==> src/core/itas_pkg.sv <==
// Package with the map, field layout and carriers of the transmit-abort cause block
package itas_pkg;

  // Register bus geometry
  localparam int unsigned ADDR_W = 8;
  localparam int unsigned DATA_W = 32;

  // Register byte offsets
  localparam logic [7:0] OFS_CTRL      = 8'h00;  // controller_control
  localparam logic [7:0] OFS_TAR       = 8'h04;  // target_address_control
  localparam logic [7:0] OFS_DATA_CMD  = 8'h10;  // data_command_port, write side only
  localparam logic [7:0] OFS_INT_STAT  = 8'h2C;  // Sticky event status, read clears
  localparam logic [7:0] OFS_INT_MASK  = 8'h30;  // Interrupt mask, same layout
  localparam logic [7:0] OFS_CLR_ALL   = 8'h40;  // all_interrupt_clear_on_read
  localparam logic [7:0] OFS_CLR_ABORT = 8'h54;  // abort_clear_on_read
  localparam logic [7:0] OFS_CAUSE     = 8'h80;  // transmit_abort_cause

  // Widths of the stored registers
  localparam int unsigned CAUSE_W = 16;
  localparam int unsigned CTRL_W  = 6;
  localparam int unsigned TAR_W   = 12;
  localparam int unsigned INT_W   = 2;

  // Reset values
  localparam logic [5:0]  CTRL_RST = 6'h21;
  localparam logic [11:0] TAR_RST  = 12'h000;
  localparam logic [1:0]  MASK_RST = 2'h0;
  localparam logic [15:0] CAUSE_RST = 16'h0000;

  // controller_control fields
  localparam int unsigned CTRL_MST_EN  = 0;
  localparam int unsigned CTRL_SPD_LO  = 1;
  localparam int unsigned CTRL_SPD_HI  = 2;
  localparam int unsigned CTRL_TENBIT  = 4;
  localparam int unsigned CTRL_RESTART = 5;
  localparam logic [1:0]  SPEED_HIGH   = 2'h3;

  // target_address_control fields
  localparam int unsigned TAR_GENERAL_CALL_OR_START_SELECT = 10;
  localparam int unsigned TAR_SPECIAL     = 11;

  // data_command_port field
  localparam int unsigned DCMD_READ = 8;

  // Interrupt status fields
  localparam int unsigned INT_TX_ABORT = 0;
  localparam int unsigned INT_SBYTE_RE = 1;

  // Cause bit positions
  localparam int unsigned C_ADDR7_NOACK   = 0;
  localparam int unsigned C_ADDR10_1_NOACK = 1;
  localparam int unsigned C_ADDR10_2_NOACK = 2;
  localparam int unsigned C_TXDATA_NOACK  = 3;
  localparam int unsigned C_GCALL_NOACK   = 4;
  localparam int unsigned C_GCALL_READ    = 5;
  localparam int unsigned C_HS_ACKED      = 6;
  localparam int unsigned C_SBYTE_ACKED   = 7;
  localparam int unsigned C_HS_NORESTART  = 8;
  localparam int unsigned C_SBYTE_NORST   = 9;
  localparam int unsigned C_TENBIT_RD_NORST = 10;
  localparam int unsigned C_MASTER_DIS    = 11;
  localparam int unsigned C_ARB_LOST      = 12;
  localparam int unsigned C_SLV_FLUSH     = 13;
  localparam int unsigned C_SLV_ARB_LOST  = 14;
  localparam int unsigned C_SLV_RD_INTX   = 15;

  // Master bus-phase events, one-cycle pulses from the master engine
  typedef struct packed {
    logic arb_lost;
    logic sbyte_acked;
    logic hs_code_acked;
    logic gcall_read;
    logic gcall_noack;
    logic txdata_noack;
    logic addr10_2_noack;
    logic addr10_1_noack;
    logic addr7_noack;
  } itas_mst_evt_t;

  // Master operation request from the command path
  typedef struct packed {
    logic valid;
    logic read;
  } itas_mst_req_t;

  // Slave transmitter status from the slave engine
  typedef struct packed {
    logic tx_active;    // Driving a data bit on SDA
    logic tx_bit;       // Bit currently being sent
    logic rd_pending;   // Remote master waits for read data
    logic rd_req;       // Pulse: read command just received
    logic txfifo_empty; // Transmit FIFO holds nothing
  } itas_slv_t;

  // Bit-9 hold sequencer states, Gray coded
  typedef enum logic [1:0] {
    ITAS_HOLD_IDLE = 2'b00,
    ITAS_HOLD_DROP = 2'b01
  } itas_hold_t;

endpackage

==> src/core/itas_abort_cause.sv <==
// Transmit-abort cause capture with its control, clear and interrupt registers
`timescale 1ns/1ps
module itas_abort_cause (
  // Clock and reset
  input  wire logic                  core_clk_i,
  input  wire logic                  nrst_i,
  // Register port
  input  wire logic [7:0]            addr_i,
  input  wire logic [31:0]           wdata_i,
  input  wire logic                  wr_i,
  input  wire logic                  rd_i,
  output logic [31:0]                rdata_o,
  // Bus pins, sampled only
  input  wire logic                  scl_i,
  input  wire logic                  sda_i,
  // Controller engines, same clock
  input  wire itas_pkg::itas_mst_evt_t mst_evt_i,
  input  wire itas_pkg::itas_mst_req_t mst_req_i,
  input  wire itas_pkg::itas_slv_t   slv_i,
  // Results
  output logic                       tx_abort_o,
  output logic [15:0]                cause_o,
  output logic                       irq_o
);

  // Stored registers and the combinational next-value and set nets that feed them
  // Narrow flops save area; the bus pads each word with zeros on read
  logic [5:0]              ctrl_r;      // controller_control
  logic [11:0]             tar_r;       // target_address_control
  logic [1:0]              mask_r;      // Interrupt mask
  logic [1:0]              stat_r;      // Sticky interrupt status
  logic [1:0]              stat_nxt;    // Next sticky status
  logic [15:0]             cause_r;     // Abort cause bits
  logic [15:0]             cause_nxt;   // Next cause bits
  logic [15:0]             cause_set;   // Causes raised this cycle
  logic [31:0]             rdata_r;     // Read data, one cycle after strobe
  logic                    abort_r;     // Abort pulse towards FIFO flush
  logic                    irq_r;       // Interrupt level
  itas_pkg::itas_hold_t    hold_r;      // Bit-9 hold sequencer

  // Decoded strobes and conditions
  // Decode is combinational on the register-port clock, except scl_rise and sda_s, which come from synchroniser flops
  logic       scl_rise;       // Synchronised SCL rising edge
  logic       sda_s;          // Synchronised SDA level
  logic       clr_rd;         // Read of either clear register
  logic       stat_rd;        // Read of sticky status
  logic       dcmd_wr;        // Write to data_command_port
  logic       restart_en;     // Restart generation enabled
  logic       sbyte_cond;     // START-byte-without-restart still set up
  logic       hs_mode;        // High-speed selected
  logic       any_set;        // Some cause raised this cycle
  logic       bit9_drop;      // Clear hits an unfixed bit 9

  // SCL edge finder on the block clock
  // The pins lag about three clocks; SDA shares the delay so both stay aligned
  itas_pin_sync u_scl_sync (
    .core_clk_i (core_clk_i),
    .nrst_i     (nrst_i),
    .pin_i      (scl_i),
    .level_o    (),
    .rise_o     (scl_rise)
  );

  // SDA level follower, same latency as SCL edge
  // Only the level matters here; the edge output is left open
  itas_pin_sync u_sda_sync (
    .core_clk_i (core_clk_i),
    .nrst_i     (nrst_i),
    .pin_i      (sda_i),
    .level_o    (sda_s),
    .rise_o     ()
  );

  // Strobe decode and configuration views
  // Both clear addresses act alike on the cause bits
  always_comb begin
    clr_rd     = rd_i && ((addr_i == itas_pkg::OFS_CLR_ABORT) || (addr_i == itas_pkg::OFS_CLR_ALL));
    stat_rd    = rd_i && (addr_i == itas_pkg::OFS_INT_STAT);
    dcmd_wr    = wr_i && (addr_i == itas_pkg::OFS_DATA_CMD);
    restart_en = ctrl_r[itas_pkg::CTRL_RESTART];
    // Both speed bits set selects high speed
    hs_mode    = (ctrl_r[itas_pkg::CTRL_SPD_HI:itas_pkg::CTRL_SPD_LO] == itas_pkg::SPEED_HIGH);
    // A START byte is requested by the special bit with the start selection
    sbyte_cond = !restart_en && tar_r[itas_pkg::TAR_SPECIAL] && tar_r[itas_pkg::TAR_GENERAL_CALL_OR_START_SELECT];
  end

  // Gather every abort cause raised in this cycle
  // Inputs are one-cycle pulses or levels; nothing here is stored
  always_comb begin
    cause_set = '0;
    cause_set[itas_pkg::C_SLV_RD_INTX] = dcmd_wr && wdata_i[itas_pkg::DCMD_READ] && slv_i.rd_pending;
    // Slave-side causes
    // slave SDA mismatch check
    cause_set[itas_pkg::C_SLV_ARB_LOST] = slv_i.tx_active && scl_rise && (sda_s != slv_i.tx_bit);
    cause_set[itas_pkg::C_SLV_FLUSH] = slv_i.rd_req && !slv_i.txfifo_empty;
    // Bit 14 always brings bit 12 along, so software can tell the roles apart
    // arbitration lost, either role
    cause_set[itas_pkg::C_ARB_LOST] = mst_evt_i.arb_lost || cause_set[itas_pkg::C_SLV_ARB_LOST];
    // Master start checks; a disabled master only ever raises bit 11
    // master disabled
    cause_set[itas_pkg::C_MASTER_DIS] = mst_req_i.valid && !ctrl_r[itas_pkg::CTRL_MST_EN];
    cause_set[itas_pkg::C_TENBIT_RD_NORST] = mst_req_i.valid && ctrl_r[itas_pkg::CTRL_MST_EN] &&
                                             !restart_en && ctrl_r[itas_pkg::CTRL_TENBIT] && mst_req_i.read;
    cause_set[itas_pkg::C_SBYTE_NORST] = mst_req_i.valid && ctrl_r[itas_pkg::CTRL_MST_EN] && sbyte_cond;
    cause_set[itas_pkg::C_HS_NORESTART] = mst_req_i.valid && ctrl_r[itas_pkg::CTRL_MST_EN] &&
                                          !restart_en && hs_mode;
    // Bus-phase results reported by the master engine
    // START byte acknowledged
    cause_set[itas_pkg::C_SBYTE_ACKED] = mst_evt_i.sbyte_acked;
    cause_set[itas_pkg::C_HS_ACKED] = mst_evt_i.hs_code_acked;
    cause_set[itas_pkg::C_GCALL_READ]  = mst_evt_i.gcall_read;
    cause_set[itas_pkg::C_GCALL_NOACK] = mst_evt_i.gcall_noack;
    cause_set[itas_pkg::C_TXDATA_NOACK]   = mst_evt_i.txdata_noack;
    cause_set[itas_pkg::C_ADDR10_2_NOACK] = mst_evt_i.addr10_2_noack;
    cause_set[itas_pkg::C_ADDR10_1_NOACK] = mst_evt_i.addr10_1_noack;
    cause_set[itas_pkg::C_ADDR7_NOACK]    = mst_evt_i.addr7_noack;
    // Any new cause is a transmit abort
    any_set = |cause_set;
  end

  // Next cause value: new causes win over a clear in the same cycle
  // Order matters: clear first, then the bit-9 restore, then new sets
  always_comb begin
    cause_nxt = cause_r;
    bit9_drop = 1'b0;
    if (clr_rd) begin
      // Bit 9 is kept alone here; the lines below decide its fate
      // clear all but bit 9
      cause_nxt = cause_r & (16'h0001 << itas_pkg::C_SBYTE_NORST);
      cause_nxt[itas_pkg::C_SBYTE_NORST] = 1'b0;
      // unfixed bit 9 comes back next cycle
      bit9_drop = cause_r[itas_pkg::C_SBYTE_NORST] && sbyte_cond;
    end
    // bit 9 back after one low cycle
    if (hold_r == itas_pkg::ITAS_HOLD_DROP) begin
      cause_nxt[itas_pkg::C_SBYTE_NORST] = 1'b1;
    end
    // A cause raised during a clear read survives it
    // causes latch with abort flag
    cause_nxt = cause_nxt | cause_set;
  end

  // Cause register; upper half is not stored and reads zero
  // Plain flop copy; every change is decided in the next-value logic
  always_ff @(posedge core_clk_i) begin
    if (!nrst_i) begin
      cause_r <= itas_pkg::CAUSE_RST;
    end else begin
      cause_r <= cause_nxt;
    end
  end

  // Bit-9 hold sequencer: one cycle low, then the bit is put back
  // Limitation: the restore does not re-check the cause, so a fix made
  // in the low cycle still sees bit 9 return once
  always_ff @(posedge core_clk_i) begin
    if (!nrst_i) begin
      hold_r <= itas_pkg::ITAS_HOLD_IDLE;
    end else begin
      case (hold_r)
        itas_pkg::ITAS_HOLD_IDLE: begin
          // Only a clear of an unfixed bit 9 leaves idle
          // start the one-cycle drop
          if (bit9_drop) begin
            hold_r <= itas_pkg::ITAS_HOLD_DROP;
          end
        end
        itas_pkg::ITAS_HOLD_DROP: begin
          // Bit restored this cycle; a further clear may drop it again
          hold_r <= itas_pkg::ITAS_HOLD_IDLE;
        end
        default: begin
          hold_r <= itas_pkg::ITAS_HOLD_IDLE;
        end
      endcase
    end
  end

  // Abort pulse; lets the FIFO logic flush in step with the cause bits
  // The bit-9 restore raises no new pulse; software has already seen it
  always_ff @(posedge core_clk_i) begin
    if (!nrst_i) begin
      abort_r <= 1'b0;
    end else begin
      abort_r <= any_set;
    end
  end

  // Writable configuration; reserved and unknown bits are dropped
  // A write lands at the next edge, so a start in that cycle sees old values
  always_ff @(posedge core_clk_i) begin
    if (!nrst_i) begin
      ctrl_r <= itas_pkg::CTRL_RST;
      tar_r  <= itas_pkg::TAR_RST;
      mask_r <= itas_pkg::MASK_RST;
    end else if (wr_i) begin
      case (addr_i)
        itas_pkg::OFS_CTRL: begin
          ctrl_r <= wdata_i[itas_pkg::CTRL_W-1:0];
        end
        itas_pkg::OFS_TAR: begin
          tar_r <= wdata_i[itas_pkg::TAR_W-1:0];
        end
        itas_pkg::OFS_INT_MASK: begin
          mask_r <= wdata_i[itas_pkg::INT_W-1:0];
        end
        default: begin
          // Read-only and unmapped offsets ignore writes
          ctrl_r <= ctrl_r;
        end
      endcase
    end
  end

  // Sticky status: raw abort and the bit-9 return, set wins over read clear
  // Bit 0 is the raw abort flag, bit 1 marks a bit-9 return
  // A status read clears both; a clear read touches only bit 0
  always_comb begin
    stat_nxt = stat_r;
    if (stat_rd) begin
      stat_nxt = '0;
    end
    if (clr_rd) begin
      stat_nxt[itas_pkg::INT_TX_ABORT] = 1'b0;
    end
    // Set wins over either clear in the same cycle
    // raw abort flag set
    stat_nxt[itas_pkg::INT_TX_ABORT] = stat_nxt[itas_pkg::INT_TX_ABORT] | any_set;
    stat_nxt[itas_pkg::INT_SBYTE_RE] = stat_nxt[itas_pkg::INT_SBYTE_RE] | (hold_r == itas_pkg::ITAS_HOLD_DROP);
  end

  // Status and interrupt level, both registered
  // The level follows the next status so it moves in step with it
  // A mask write takes one more cycle; the trade keeps irq a plain flop
  always_ff @(posedge core_clk_i) begin
    if (!nrst_i) begin
      stat_r <= '0;
      irq_r  <= 1'b0;
    end else begin
      stat_r <= stat_nxt;
      irq_r  <= |(stat_nxt & mask_r);
    end
  end

  // Read data, valid only in the cycle after the strobe
  // Idle cycles return zero, so a late sample cannot see stale data
  always_ff @(posedge core_clk_i) begin
    if (!nrst_i) begin
      rdata_r <= '0;
    end else if (rd_i) begin
      case (addr_i)
        itas_pkg::OFS_CAUSE:     rdata_r <= {16'h0000, cause_r};
        itas_pkg::OFS_CTRL:      rdata_r <= {26'h0000000, ctrl_r};
        itas_pkg::OFS_TAR:       rdata_r <= {20'h00000, tar_r};
        itas_pkg::OFS_INT_STAT:  rdata_r <= {30'h00000000, stat_r};
        itas_pkg::OFS_INT_MASK:  rdata_r <= {30'h00000000, mask_r};
        // The abort clear returns the flag it is about to clear; the all-clear returns the OR of both status bits
        itas_pkg::OFS_CLR_ABORT: rdata_r <= {31'h00000000, stat_r[itas_pkg::INT_TX_ABORT]};
        itas_pkg::OFS_CLR_ALL:   rdata_r <= {31'h00000000, |stat_r};
        default:                 rdata_r <= '0;
      endcase
    end else begin
      rdata_r <= '0;
    end
  end

  // Outputs straight from flops
  // Upper sixteen cause bits are reserved and never stored
  assign rdata_o    = rdata_r;
  assign tx_abort_o = abort_r;
  assign cause_o    = cause_r;
  assign irq_o      = irq_r;

endmodule

==> src/core/itas_pin_sync.sv <==
// Two-flop pin synchroniser with rising-edge detect on the settled level
`timescale 1ns/1ps
module itas_pin_sync (
  // Clock and reset
  input  wire logic core_clk_i,
  input  wire logic nrst_i,
  // Asynchronous pin
  input  wire logic pin_i,
  // Synchronised view
  output logic      level_o,
  output logic      rise_o
);

  logic meta_r;   // First stage, read only by the second
  logic sync_r;   // Settled level
  logic prev_r;   // Previous settled level for edge detect
  logic rise_r;   // Registered edge pulse

  // Two-stage synchroniser; the bus idles high so reset to one
  always_ff @(posedge core_clk_i) begin
    if (!nrst_i) begin
      meta_r <= 1'b1;
      sync_r <= 1'b1;
    end else begin
      meta_r <= pin_i;
      sync_r <= meta_r;
    end
  end

  // Edge detect looks only at the settled stage
  always_ff @(posedge core_clk_i) begin
    if (!nrst_i) begin
      prev_r <= 1'b1;
      rise_r <= 1'b0;
    end else begin
      prev_r <= sync_r;
      rise_r <= sync_r & ~prev_r;
    end
  end

  assign level_o = prev_r;
  assign rise_o  = rise_r;

endmodule

==> config.mk <==
export PLATFORM = sky130hd
export DESIGN_NAME = itas_abort_cause
export DESIGN_NICKNAME = d
export VERILOG_FILES = /design/src/core/itas_pkg.sv /design/src/core/itas_abort_cause.sv /design/src/core/itas_pin_sync.sv
export SDC_FILE = /design/constraint.sdc
export NUM_CORES = 1
export LEC_CHECK = 0
export ABC_AREA = 1
export ABC_CLOCK_PERIOD_IN_PS = 2500
export BUFFER_PORTS_ARGS = -buffer_cell sky130_fd_sc_hd__buf_2
export CORE_MARGIN = 2
export CORE_UTILIZATION = 35
export CTS_CLUSTER_SIZE = 40
export DETAILED_ROUTE_END_ITERATION = 12
export PLACE_DENSITY_LB_ADDON = 0.3
export SYNTH_ARGS = -nofsm -noshare
export SYNTH_HDL_FRONTEND = slang
export SYNTH_SLANG_ARGS = --single-unit
==> constraint.sdc <==
create_clock -name core_clk_i -period 2.5 [get_ports core_clk_i]
set_input_delay 0.75 -clock core_clk_i [delete_from_list [all_inputs] [get_ports core_clk_i]]
set_output_delay 0.75 -clock core_clk_i [all_outputs]
set_load 0.02 [all_outputs]
==> metrics.yaml <==
status:
  outcome: "complete, no violations"
synthesis:
  synth_top_area_cell: "dfxtp_1"
  synth-seq-cells: 64
  postSynthCellCount: 352
  synth.avg_cell_area_um2: 7.82
  yosysWarnings: 0
  synthTopCellsByArea: "dfxtp_1 47%, nand2_1 10%, a21oi_1 6.0%"
  yosysTopAreaCellShare_pct: 46.6
  syn-cell-area_mm2: 0.00275
  synth_seq_area_share_pct: 46.6
  synthDistinctLibCells: 35
grt:
  grt_pass1_wl_um: 10900
  grt_util_all_layers_pct: 16.4
  grt_max_degree: 28
  antenna_found_initial: 0
  grt_overflow: 0
  grt_pass1_vias: 2261
cts:
  h-tree-depth: 3
  cts_max_path_buffers: 2
  cts.sinks: 64
  holdBufCountCts: 0
  insertion_delay_ps: 350
  cts-buffers-inserted: 9
  postCtsSetupRepairBufs: 0
  cts_resized: 0
  clock-root-buffer: "clkbuf_8"
  path_clk_slew_ps: 70
  cts_tree: "done"
cells_and_area:
  final_nets: 493
  n_antenna_cell: 0
  fill_cells: 840
  final_cell_count_no_fill: 538
  drive_gt1_share_pct: 29.6
  syn2layout_area_growth_pct: 21.9
  postLayoutCoreUtil_pct: 43.6
drt:
  first_pass_iters: 5
  drtIter0Drc: 151
  vias: 2420
  drt-total-wl_um: 6780
  drc: 0
  ant_nets: 0
  wl_per_cell_um: 12.6
  via_per_inst: 4.50
worst_hold_path:
  worstHoldPathCells: 1
  hold_class: "reg2reg"
  holdCritStartpoint: "u_scl_sync.level_o$_SDFF_PN1_"
floorplan:
  rows: 32
  fp.dieArea_mm2: 0.00859
  start_util_pct: 35.8
  die_height_um: 92.7
  die_w_um: 92.7
  coreArea_mm2: 0.00769
  io_pins: 112
timing:
  rsz0062_at_grt: "no"
  worst_slack_ps: 752
  hold_viol: 0
  tns_ps: 0
  fin_crit_ps: 1750
  max_freq_ghz: 0.572
  finalMaxSlewViolations: 0
  fin_worst_skew_ps: 8.63
  fin_crit_sh_pct: 69.9
  setup_viol: 0
pwr:
  worst_ir_drop_vdd_uv: 361
  p_per_area_mw_per_mm2: 636
  p_leak_nw: 1.63
worst_setup_path:
  critical_path_cell_count: 9
  cpLargestDelayFamily: "simple AND/OR/NAND/NOR gates"
  startpoint_type: "primary input"
  path_cells: "buf_2, nor2_4, nand2_4, nor2_1, nand3_2, nand4_1, nand2_1, nand2_1, nand2_1"
  cp_slowest_cell: "nand3_2"
  rr_worst_depth: 11
  rr_startpoint: "ctrl_r[0]$_SDFFE_PN1P_"
  arrival_ps: 1990
  worstSetupPathType: "in2reg"
  cp.buffers_inverters: 1
  critPathRequiredTime_ps: 2740
  startpoint: "addr_i[1]"
  crit_fanout: 18
  max_stage_delay_ps: 360
  cpMostUsedCell: "nand2_1"
  cp-end-kind: "register"
job:
  maxCapViolCount: 0
placement:
  dp.cells: 522
  dp_hpwl_um: 5120
  numPortBuffers: 75
  place.gp.congestion: 0.902
  pre_cts_ws_ps: 386
## power breakdown
| group | switching [W] | internal (W) |
|---|---|---|
| registers | 0.0000122 | 0.00104 |
| clock network | 0.000402 | 0.000511 |
| logic | 0.000115 | 0.0000566 |
## layout by cell type (no fill, tap or decap), types with 3 or more instances in the layout
master | netlist | final
inv_2 | 3 | 3
nand4_1 | 3 | 3
buf_4 | 17 | 3
or2_2 | 6 | 6
nor2_8 | 3 | 3
inv_1 | 25 | 25
o21ai_0 | 10 | 10
clkbuf_8 | 0 | 11
buf_2 | 1 | 75
nor3_1 | 9 | 9
a21oi_1 | 33 | 33
clkinv_2 | 1 | 3
nor2_1 | 44 | 44
nand2_4 | 4 | 4
nor2_4 | 3 | 3
nand2_1 | 76 | 76
conb_1 | 1 | 16
o21ai_1 | 7 | 7
nand3_1 | 12 | 12
a211oi_1 | 3 | 3
nand2_2 | 3 | 3
nor2_2 | 4 | 4
dfxtp_1 | 64 | 64
## path summary, 6_finish.rpt
| kind | end | slack (ps) |
|---|---|---|
| max | irq_o$_SDFF_PN0_ | 750 |
| min | u_scl_sync.rise_o$_SDFF_PN0_ | 400 |
| max reg2reg | irq_o$_SDFF_PN0_ | 1200 |
| min reg2reg | u_scl_sync.rise_o$_SDFF_PN0_ | 400 |
## synth_stat cells
master    number
o21ai_0       10
nor2_1        44
nand4_1        3
o211ai_1       1
o21ai_1        7
a211oi_1       3
inv_4          1
nor2_8         3
buf_2          1
clkinv_2       1
a21oi_2        1
a31o_2         1
o21ai_2        2
nand3_1       12
nand3b_1       2
o22ai_1        1
clkinv_1       1
buf_4         17
clkbuf_1       4
nor2_4         3
dfxtp_1       64
or2_2          6
inv_2          3
conb_1         1
nand2_2        3
nand2_1       76
inv_1         25
nor3_1         9
nor3_2         1
nand2_4        4
buf_6          2
nand3_2        2
nor2_2         4
buf_8          1
a21oi_1       33
## layer usage
layer  track usage [%]  vias to the layer above  wire (µm)
met5                 0                        -          0
met4              7.11                        0        172
met3              4.23                       12        330
met2              25.3                       74       3120
met1              21.7                     1080       3160
li1                  -                     1254          -
## through the flow
stage	instance area, µm²	hold slack [ps]	total power (W)
5_1_grt	3350	419	0.00222
3_5_place_dp	3150	392	0.00125
3_3_place_gp	3150	380	0.00124
2_1_floorplan	2810	374	0.00119
4_1_cts	3350	402	0.00216
6_report	3350	404	0.00213
## kinds of logic (layout without fill, tap and decap cells)
logic type / after synthesis / in the layout / share of synthesized area [%]
compound gates: 59 / 59 / 11.7
buf+inv: 56 / 125 / 11.1
flops: 64 / 64 / 46.6
other cells: 1 / 16 / 0.136
simple gates: 172 / 172 / 30.5
## flip-flops by register name, summed over array words and instances (netlist names), 2 cells and up
| name | cells |
|---|---|
| stat_r | 2 |
| cause_o | 16 |
| ctrl_r | 6 |
| tar_r | 12 |
| rdata_o | 16 |
| mask_r | 2 |
## cell type report
class / count / area (µm²) / share of cell area (%)
flip-flops and latches: 64 / 1280 / 38.2
inverters: 31 / 120 / 3.58
clock buffers: 11 / 151 / 4.51
clock inverters: 5 / 55.1 / 1.64
multi-input cells: 247 / 1220 / 36.4
repair buffers: 78 / 398 / 11.9
well taps: 102 / 128 / 3.80
Power figures use the tool's default switching activity.
